File: config.mk
export PLATFORM = sky130hd
export DESIGN_NAME = cgs_clock_gen
export DESIGN_NICKNAME = d
export VERILOG_FILES = /design/src/cgs_pkg.sv /design/src/cgs_clock_gen.sv
export SDC_FILE = /design/constraint.sdc
export NUM_CORES = 1
export LEC_CHECK = 0
export ABC_AREA = 1
export BUFFER_PORTS_ARGS = -buffer_cell sky130_fd_sc_hd__buf_2
export CAP_MARGIN = 20
export CORE_MARGIN = 4
export CORE_UTILIZATION = 35
export CTS_BUF_LIST = sky130_fd_sc_hd__clkbuf_2 sky130_fd_sc_hd__clkbuf_4 sky130_fd_sc_hd__clkbuf_8
export DETAILED_ROUTE_END_ITERATION = 12
export RECOVER_POWER = 50
export SYNTH_ARGS = -nofsm -noshare
export SYNTH_HDL_FRONTEND = slang
export SYNTH_SLANG_ARGS = --single-unit
File: constraint.sdc
create_clock -name core_clk -period 3.1 [get_ports core_clk]
set_input_delay 0.62 -clock core_clk [delete_from_list [all_inputs] [get_ports core_clk]]
set_output_delay 0.62 -clock core_clk [all_outputs]
set_load 0.1 [all_outputs]
File: src/cgs_pkg.sv
package cgs_pkg;

    // register offsets on the plain register port
    localparam logic [3:0] OFS_OSC_MODE_CTRL   = 4'h0;
    localparam logic [3:0] OFS_INT_OSC_MODE    = 4'h1;
    localparam logic [3:0] OFS_OSC_RUN_CTRL    = 4'h2;
    localparam logic [3:0] OFS_CLK_SELECT      = 4'h3;
    localparam logic [3:0] OFS_SETTLE_STATUS   = 4'h4;
    localparam logic [3:0] OFS_SETTLE_SELECT   = 4'h5;
    localparam logic [3:0] OFS_GEN_STATUS      = 4'h6;

    // field positions, oscillator mode control
    localparam int BIT_EXT_CLK_SEL   = 7;
    localparam int BIT_HS_PIN_MODE   = 6;
    localparam int BIT_SUB_PIN_MODE  = 4;
    // field positions, internal oscillator mode
    localparam int BIT_INT_STOP      = 0;
    localparam int BIT_INT_RUNNING   = 7;
    // field positions, oscillator run control
    localparam int BIT_MAIN_STOP     = 7;
    localparam int BIT_SUB_STOP      = 6;
    // field positions, clock select
    localparam int BIT_MAIN_HS       = 0;
    localparam int BIT_CPU_SUB       = 1;

    // values after reset
    localparam logic [7:0] RST_OSC_MODE_CTRL = 8'h00;
    localparam logic [7:0] RST_OSC_RUN_CTRL  = 8'hC0;
    localparam logic [2:0] RST_SETTLE_SEL    = 3'h4;

    // settle counter layout: stage k is reached at 2^(STAGE_BASE+k) ticks
    localparam int SETTLE_STAGES     = 5;
    localparam int STAGE_BASE        = 11;
    localparam int SETTLE_CNT_W      = STAGE_BASE + SETTLE_STAGES + 1;

    // timing, core clock 100 MHz
    localparam int CORE_CLK_HZ       = 100_000_000;
    localparam int VSET_MIN_US_X100  = 193;     // 1.93 ms least settling
    localparam int VSET_MAX_US_X100  = 539;     // 5.39 ms longest settling
    localparam int REG_SETTLE_US     = 100;     // regulator settling
    localparam int VSET_MIN_CYC      =
        VSET_MIN_US_X100 * (CORE_CLK_HZ / 100_000);
    localparam int REG_SETTLE_CYC    =
        REG_SETTLE_US * (CORE_CLK_HZ / 1_000_000);
    localparam int SETTLE_DIV_CYC    = 1;       // core cycles per settle tick
    localparam int FAST_OSC_KHZ      = 8000;    // nominal internal fast osc

    typedef enum logic [2:0] {
        CGS_POR_HOLD,
        CGS_SETTLE,
        CGS_RUN,
        CGS_STOP,
        CGS_WAKE
    } cgs_state_t;

endpackage : cgs_pkg

File: src/cgs_clock_gen.sv
// Decided for this implementation: strobed register access and the address map.
`timescale 1ns/1ps

module cgs_clock_gen
    import cgs_pkg::*;
#(
    parameter int VSET_CYC   = VSET_MIN_CYC,    // high mode settle cycles
    parameter int REGSET_CYC = REG_SETTLE_CYC   // low mode regulator cycles
) (
    input  wire logic       core_clk,           // 100 MHz core clock
    input  wire logic       rst,                // synchronous reset, high
    input  wire logic       supply_above_low,   // supply over lower threshold
    input  wire logic       supply_above_high,  // supply over higher threshold
    input  wire logic       por_threshold_mode, // option strap, 1 = high mode
    input  wire logic       ext_reset_n,        // external reset pin, low
    input  wire logic       stop_req,           // stop instruction pulse
    input  wire logic       wake_req,           // stop release event
    input  wire logic [3:0] reg_addr,           // register address
    input  wire logic [7:0] reg_wdata,          // register write data
    input  wire logic       reg_wr,             // write strobe
    input  wire logic       reg_rd,             // read strobe
    output logic      [7:0] reg_rdata,          // read data, next cycle
    output logic            internal_reset,     // internal reset held
    output logic            cpu_run,            // cpu clock running
    output logic            int_fast_osc_en,    // internal fast osc enable
    output logic            slow_osc_en,        // internal slow osc enable
    output logic            main_crystal_osc_en,// main crystal osc enable
    output logic            ext_clk_in_en,      // external clock input enable
    output logic            sub_crystal_osc_en, // sub crystal osc enable
    output logic            main_sel_highspeed, // main clock from high-speed
    output logic            cpu_sel_sub,        // cpu clock from subsystem
    output logic            periph_sel_highspeed,// peripheral from high-speed
    output logic            hs_pins_port,       // high-speed pins as ports
    output logic            hs_pins_crystal,    // high-speed pins oscillate
    output logic            hs_pins_ext_clock,  // second pin takes ext clock
    output logic            sub_pins_osc        // sub pins in oscillator mode
);

    cgs_state_t state_reg;
    cgs_state_t state_next;

    logic [7:0]              osc_mode_control_reg;
    logic                    internal_osc_mode_reg;
    logic [7:0]              osc_run_reg;
    logic                    main_hs_reg;
    logic                    cpu_sub_reg;
    logic [2:0]              osc_settle_time_select;
    logic [SETTLE_CNT_W-1:0] settle_cnt_reg;
    logic [31:0]             por_cnt_reg;
    logic [15:0]             div_cnt_reg;
    logic                    settle_tick;
    logic                    core_reset;
    logic                    hold_cond;
    logic                    release_cond;
    logic                    ext_clk_mode;
    logic                    hs_running;
    logic                    cpu_on_fast;
    logic                    cpu_on_hs;
    logic                    settle_done;
    logic [SETTLE_STAGES-1:0] osc_settle_counter_status;

    // reached test for one settle stage, used for status and stop release
    function automatic logic stage_reached(
        input logic [SETTLE_CNT_W-1:0] cnt,
        input logic [2:0]              stage
    );
        logic [SETTLE_CNT_W-1:0] lim;
        lim = '0;
        lim[STAGE_BASE + int'(stage)] = 1'b1;
        return cnt >= lim;
    endfunction : stage_reached

    // supply and pin conditions for reset hold and release
    // supply threshold and reset pin hold
    assign hold_cond    = !supply_above_low || !ext_reset_n;
    assign release_cond = por_threshold_mode ? supply_above_high
                                             : supply_above_low;
    assign core_reset   = rst || (state_reg == CGS_POR_HOLD);

    // decoded clock source view
    assign ext_clk_mode = osc_mode_control_reg[BIT_EXT_CLK_SEL];
    assign hs_running   = !osc_run_reg[BIT_MAIN_STOP];
    assign cpu_on_fast  = !main_hs_reg && !cpu_sub_reg;
    assign cpu_on_hs    = main_hs_reg && !cpu_sub_reg;

    // settle stage selected for stop release
    assign settle_done  = stage_reached(settle_cnt_reg,
                                        osc_settle_time_select);

    // settle status, one bit per elapsed stage
    generate
        for (genvar k = 0; k < SETTLE_STAGES; k++) begin : g_stage
            assign osc_settle_counter_status[k] =
                stage_reached(settle_cnt_reg, 3'(k));
        end
    endgenerate

    // start-up and stop sequencing
    always_comb begin
        state_next = state_reg;
        case (state_reg)
            CGS_POR_HOLD: begin
                if (!hold_cond && release_cond) begin
                    state_next = CGS_SETTLE;
                end
            end
            CGS_SETTLE: begin
                if (por_threshold_mode) begin
                    if (por_cnt_reg >= 32'(VSET_CYC)) begin
                        state_next = CGS_RUN;
                    end
                end else if (por_cnt_reg >= 32'(REGSET_CYC)) begin
                    state_next = CGS_RUN;
                end
            end
            CGS_RUN: begin
                if (stop_req) begin
                    state_next = CGS_STOP;
                end
            end
            CGS_STOP: begin
                if (wake_req) begin
                    state_next = CGS_WAKE;
                end
            end
            CGS_WAKE: begin
                if (!cpu_on_hs || ext_clk_mode || settle_done) begin
                    state_next = CGS_RUN;
                end
            end
            default: state_next = CGS_POR_HOLD;
        endcase
        if (hold_cond || (state_reg == CGS_POR_HOLD && !release_cond)) begin
            state_next = CGS_POR_HOLD;
        end
    end

    // state register
    always_ff @(posedge core_clk) begin
        if (rst) begin
            state_reg <= CGS_POR_HOLD;
        end else begin
            state_reg <= state_next;
        end
    end

    // settling timer; high mode counts from the lower threshold crossing
    always_ff @(posedge core_clk) begin
        if (rst || hold_cond) begin
            por_cnt_reg <= '0;
        end else if (state_reg == CGS_POR_HOLD) begin
            por_cnt_reg <= por_threshold_mode ? por_cnt_reg + 32'h1 : '0;
        end else if (state_reg == CGS_SETTLE) begin
            por_cnt_reg <= por_cnt_reg + 32'h1;
        end
    end

    // divider giving the settle counter tick
    always_ff @(posedge core_clk) begin
        if (core_reset || div_cnt_reg >= 16'(SETTLE_DIV_CYC - 1)) begin
            div_cnt_reg <= '0;
        end else begin
            div_cnt_reg <= div_cnt_reg + 16'h1;
        end
    end
    assign settle_tick = (div_cnt_reg >= 16'(SETTLE_DIV_CYC - 1));

    // main crystal settle counter, restarts when osc stops or on stop
    // settle progress counter
    always_ff @(posedge core_clk) begin
        if (core_reset || !hs_running || state_reg == CGS_STOP) begin
            settle_cnt_reg <= '0;
        end else if (settle_tick && !settle_cnt_reg[SETTLE_CNT_W-1]) begin
            settle_cnt_reg <= settle_cnt_reg + SETTLE_CNT_W'(1);
        end
    end

    // oscillator mode control register (pin modes)
    always_ff @(posedge core_clk) begin
        if (core_reset) begin
            osc_mode_control_reg <= RST_OSC_MODE_CTRL;
        end else if (reg_wr && reg_addr == OFS_OSC_MODE_CTRL) begin
            osc_mode_control_reg <= reg_wdata;
        end
    end

    // internal fast oscillator stop bit; refused while it feeds the cpu
    always_ff @(posedge core_clk) begin
        if (core_reset) begin
            internal_osc_mode_reg <= 1'b0;
        end else if (reg_wr && reg_addr == OFS_INT_OSC_MODE) begin
            if (!(cpu_on_fast && reg_wdata[BIT_INT_STOP])) begin
                internal_osc_mode_reg <= reg_wdata[BIT_INT_STOP];
            end
        end
    end

    // main and sub oscillator stop bits
    always_ff @(posedge core_clk) begin
        if (core_reset) begin
            osc_run_reg <= RST_OSC_RUN_CTRL;
        end else if (reg_wr && reg_addr == OFS_OSC_RUN_CTRL) begin
            if (!(cpu_on_hs && reg_wdata[BIT_MAIN_STOP])) begin
                osc_run_reg[BIT_MAIN_STOP] <= reg_wdata[BIT_MAIN_STOP];
            end
            if (!(cpu_sub_reg && reg_wdata[BIT_SUB_STOP])) begin
                osc_run_reg[BIT_SUB_STOP] <= reg_wdata[BIT_SUB_STOP];
            end
        end
    end

    // clock source selection, switched only on software command
    always_ff @(posedge core_clk) begin
        if (core_reset) begin
            main_hs_reg <= 1'b0;
            cpu_sub_reg <= 1'b0;
        end else if (reg_wr && reg_addr == OFS_CLK_SELECT) begin
            main_hs_reg <= reg_wdata[BIT_MAIN_HS];
            cpu_sub_reg <= reg_wdata[BIT_CPU_SUB];
        end
    end

    // settle time select for stop release
    always_ff @(posedge core_clk) begin
        if (core_reset) begin
            osc_settle_time_select <= RST_SETTLE_SEL;
        end else if (reg_wr && reg_addr == OFS_SETTLE_SELECT) begin
            osc_settle_time_select <= (reg_wdata[2:0] < 3'(SETTLE_STAGES))
                                      ? reg_wdata[2:0] : RST_SETTLE_SEL;
        end
    end

    // read data, one cycle after the strobe, zero otherwise
    always_ff @(posedge core_clk) begin
        if (rst || !reg_rd) begin
            reg_rdata <= '0;
        end else if (reg_addr == OFS_OSC_MODE_CTRL) begin
            reg_rdata <= osc_mode_control_reg & 8'hD0;
        end else if (reg_addr == OFS_INT_OSC_MODE) begin
            reg_rdata <= {int_fast_osc_en, 6'h00, internal_osc_mode_reg};
        end else if (reg_addr == OFS_OSC_RUN_CTRL) begin
            reg_rdata <= osc_run_reg & 8'hC0;
        end else if (reg_addr == OFS_CLK_SELECT) begin
            reg_rdata <= {6'h00, cpu_sub_reg, main_hs_reg};
        end else if (reg_addr == OFS_SETTLE_STATUS) begin
            reg_rdata <= {3'h0, osc_settle_counter_status};
        end else if (reg_addr == OFS_SETTLE_SELECT) begin
            reg_rdata <= {5'h00, osc_settle_time_select};
        end else if (reg_addr == OFS_GEN_STATUS) begin
            reg_rdata <= {4'h0, por_threshold_mode, 3'(state_reg)};
        end else begin
            reg_rdata <= '0;
        end
    end

    // reset and cpu clock run outputs
    always_ff @(posedge core_clk) begin
        if (rst) begin
            internal_reset <= 1'b1;
            cpu_run        <= 1'b0;
        end else begin
            internal_reset <= (state_next == CGS_POR_HOLD);
            cpu_run        <= (state_next == CGS_RUN);
        end
    end

    // oscillator enables
    always_ff @(posedge core_clk) begin
        if (rst) begin
            int_fast_osc_en     <= 1'b0;
            slow_osc_en         <= 1'b0;
            main_crystal_osc_en <= 1'b0;
            ext_clk_in_en       <= 1'b0;
            sub_crystal_osc_en  <= 1'b0;
        end else begin
            int_fast_osc_en     <= state_reg != CGS_POR_HOLD
                                   && state_reg != CGS_STOP
                                   && !internal_osc_mode_reg;
            slow_osc_en         <= state_reg != CGS_POR_HOLD;
            main_crystal_osc_en <= hs_running && !ext_clk_mode
                                   && osc_mode_control_reg[BIT_HS_PIN_MODE]
                                   && state_reg != CGS_STOP
                                   && !core_reset;
            ext_clk_in_en       <= hs_running && ext_clk_mode
                                   && osc_mode_control_reg[BIT_HS_PIN_MODE]
                                   && state_reg != CGS_STOP
                                   && !core_reset;
            sub_crystal_osc_en  <= !osc_run_reg[BIT_SUB_STOP]
                                   && osc_mode_control_reg[BIT_SUB_PIN_MODE]
                                   && !core_reset;
        end
    end

    // clock source selects
    always_ff @(posedge core_clk) begin
        if (rst) begin
            main_sel_highspeed   <= 1'b0;
            cpu_sel_sub          <= 1'b0;
            periph_sel_highspeed <= 1'b0;
        end else begin
            main_sel_highspeed   <= main_hs_reg && !core_reset;
            cpu_sel_sub          <= cpu_sub_reg && !core_reset;
            periph_sel_highspeed <= main_hs_reg && !core_reset;
        end
    end

    // pin mode outputs
    always_ff @(posedge core_clk) begin
        if (rst) begin
            hs_pins_port      <= 1'b1;
            hs_pins_crystal   <= 1'b0;
            hs_pins_ext_clock <= 1'b0;
            sub_pins_osc      <= 1'b0;
        end else begin
            hs_pins_port      <= core_reset
                                 || !osc_mode_control_reg[BIT_HS_PIN_MODE];
            hs_pins_crystal   <= !core_reset && !ext_clk_mode
                                 && osc_mode_control_reg[BIT_HS_PIN_MODE];
            hs_pins_ext_clock <= !core_reset && ext_clk_mode
                                 && osc_mode_control_reg[BIT_HS_PIN_MODE];
            sub_pins_osc      <= !core_reset
                                 && osc_mode_control_reg[BIT_SUB_PIN_MODE];
        end
    end

endmodule : cgs_clock_gen

==> run_results.csv <==
group,metric,value,unit
outcome,status,"finished clean",
sta,relSlewSlack,21.8,%
synthesis,synth-main-ff-cell,"dfxtp_1",
synthesis,netlist_area,4530,um^2
critical_path,crit_arrival,2.97,ns
place,dp_hpwl,8470,um
power_and_ir_drop,p_int,0.00148,W
synthesis,seq_area_frac_synth,36.7,%
synthesis,syn_nets,713,
flow_run,drv_cap,0,
power_and_ir_drop,clkPwrFrac,41.1,%
route,vias_per_cell,4.77,
synthesis,netlist_instances,674,
sta,finalHoldViolCount,0,
worst_hold_path,hold_depth,1,
sta,finClkSkew,0.00747,ns
floorplanning,die_w,122,um
grt,grt_use_total,14.9,%
final_layout,instances_no_fill,897,
critical_path,path_max_fanout,12,
place,io_buffers,40,
route,firstDrtPassIters,4,
final_layout,area_growth,11.6,%
clocking,ctsHoldBuffers,0,
final_layout,n_antenna_cell,0,
grt,grt_pass1_vias,4006,
synthesis,synth_area_leaders,"dfxtp_1 (37%), nand2_1 (12%), nor2_1 (9.1%)",
route,drc,0,
clocking,cts_root_buf,"clkbuf_8",
power_and_ir_drop,p_switching,0.000451,W
final_layout,largest_reg_flops,32,
route,via_count,4282,
sta,finalSetupViolCount,0,
synthesis,synth_warnings,0,
clocking,post_cts_resized,0,
final_layout,fillers,1386,
synthesis,yosysTopAreaCell,"dfxtp_1",
critical_path,crit_path_start_kind,"flop",
grt,overflow,0,
sta,period_share,86.7,%
critical_path,worst_setup_path_end_kind,"flop",
route,wl_per_cell,12.0,um
final_layout,fin_nets,759,
synthesis,synthArstFlopShare,0,%
final_layout,multi_input_area,2400,um^2
clocking,cts.path.max_buffers,2,
power_and_ir_drop,swShare,23.4,%
critical_path,r2r_start,"state_reg[2]",
synthesis,synth.distinct_cells,39,
critical_path,endpoint,"settle_cnt_reg[9]",
final_layout,most-common-layout-cells,"nand2_1 (149), nor2_1 (113), inv_1 (92)",
floorplanning,rows,41,
place,routabilityCongestion,0.870,
critical_path,critPathKind,"flop to flop",
critical_path,crit_start,"state_reg[2]",
floorplanning,core,12600,um^2
power_and_ir_drop,cellPowerDensity,382,nW/um^2
critical_path,reg2reg_depth,8,
clocking,clock_latency,0.36,ns
grt,grt_max_degree,24,
place,dp.cells,881,
power_and_ir_drop,seqPwrFrac,55.3,%
route,first_iter_violations,242,
final_layout,final_common_cell,"nand2_1",
floorplanning,die-area,14800,um^2
clocking,postCtsSetupBuffers,0,
critical_path,rrSetupSlack,0.41,ns
power_and_ir_drop,ir_worst_vdd,0.201,mV
grt,grt_pass1_wl,18100,um
floorplanning,io_pins,44,
sta,fmax,372,MHz
final_layout,layout-drive-gt1-share,11.0,%
clocking,htreeDepth,3,
sta,setup_tns,0,ns
clocking,cts_inserted_buffers,9,
floorplanning,initial_core_util,35.9,%
sta,min_period,2.69,ns
sta,drv_slew,0,
critical_path,worst_ep_required_time,3.38,ns
sta,max_slew.worst_pin.slew,1.18,ns
clocking,clkTransAtPathRegs,0.09,ns
power_and_ir_drop,p_leak,2.16,nW
synthesis,syn-mean-instance-area,6.72,um^2
floorplanning,die_h,122,um
worst_hold_path,min_path_type,"flop to flop",
clocking,cts_tree,"done",
critical_path,reg2reg_to,"settle_cnt_reg[9]",
synthesis,synth_top_area_share,36.7,%
synthesis,synth_edf_count,0,
grt,antenna_found_initial,0,
sta,rsz0062_at_grt,"false",
final_layout,seqCellArea,1660,um^2
synthesis,synth-seq-cells,83,
route,ant_nets,0,
power_and_ir_drop,combPwrFrac,3.7,%
clocking,cts_sinks,83,
route,routed_wirelength,10800,um
-- stage by stage --
step | total power (W) | worst slack (ns) | hold slack (ns) | util, % | cell area (um^2)
floorplan | 0.00114 | 0.833 | 0.422 | - | 4530
global placement | 0.00116 | 0.530 | 0.448 | 38.9 | 4910
detailed placement | 0.00116 | 0.508 | 0.447 | 38.9 | 4910
CTS | 0.00196 | 0.493 | 0.463 | 40.5 | 5110
global route | 0.00200 | 0.116 | 0.485 | 40.0 | 5050
finish | 0.00193 | 0.411 | 0.464 | 40.0 | 5050
-- cells by family (layout without fill, tap and decap cells) --
group / count (synthesis) / count (layout) / share of synthesized area, %
AO/OA/AOI/OAI: 98 / 98 / 12.3
buffers and inverters: 105 / 156 / 9.12
XOR/XNOR: 1 / 1 / 0.194
flip-flops: 83 / 83 / 36.7
adder cells (fa/ha/maj): 17 / 17 / 4.70
AND/OR/NAND/NOR: 368 / 368 / 36.8
other: 2 / 2 / 0.166
-- cells in the mapped netlist, types with 2 or more instances --
cell,number
dfxtp_1,83
nor3_1,28
nor2_2,9
ha_1,17
nor3b_1,3
inv_1,91
and3_1,2
inv_2,8
nand3_1,37
a221oi_1,2
nand2_1,148
nor2_4,6
o21ai_1,6
buf_4,4
nor2_8,2
nor2_1,110
o21ai_0,17
a211oi_1,5
a21oi_1,45
conb_1,2
o21a_1,6
a31oi_1,6
nand2_2,4
o22ai_1,5
nand4_1,10
o21ai_2,2
nor4_1,4
-- worst max-delay path, stage by stage, from the launching register on --
cell	delay, ns
dfxtp_1	0.37
nor2_1	0.14
clkinvlp_2	0.29
nor2_1	0.12
nor2_1	0.55
nand3_1	0.58
inv_2	0.29
o21ai_0	0.11
a211oi_1	0.16
-- power by group through the flow --
stage | Sequential, W | Clock, W | Combinational, W
6_report | 0.00107 | 0.000793 | 0.0000707
5_1_grt | 0.00107 | 0.000855 | 0.0000781
3_3_place_gp | 0.00109 | 0 | 0.0000712
2_1_floorplan | 0.00110 | 0 | 0.0000375
4_1_cts | 0.00107 | 0.000820 | 0.0000721
3_5_place_dp | 0.00109 | 0 | 0.0000719
-- worst min path at each step --
stage	from	to	slack, ns
after floorplan	osc_run_reg[6]	sub_crystal_osc_en	0.42
after global placement	osc_run_reg[7]	ext_clk_in_en	0.45
after detailed placement	osc_run_reg[6]	sub_crystal_osc_en	0.45
after CTS	osc_run_reg[7]	main_crystal_osc_en	0.46
after global routing	osc_run_reg[7]	main_crystal_osc_en	0.49
final	osc_run_reg[6]	sub_crystal_osc_en	0.46
-- final cells by class --
class | count | area share (%)
tap | 172 | 4.26
sequential | 83 | 32.9
clock inverter | 6 | 1.29
inverter | 100 | 7.45
timing repair buffer | 40 | 3.79
clock buffer | 10 | 2.72
multi-input combinational | 486 | 47.6
-- per-layer routing --
metal  global-route usage (%)  up-vias  wire length (um)
met3                     3.34        7               403
met5                        0        -                 0
met1                     19.2     1936              5210
li1                         -     2264                 -
met2                     25.9       75              5070
met4                     2.94        0                78
(Power assumes the default switching activity.)
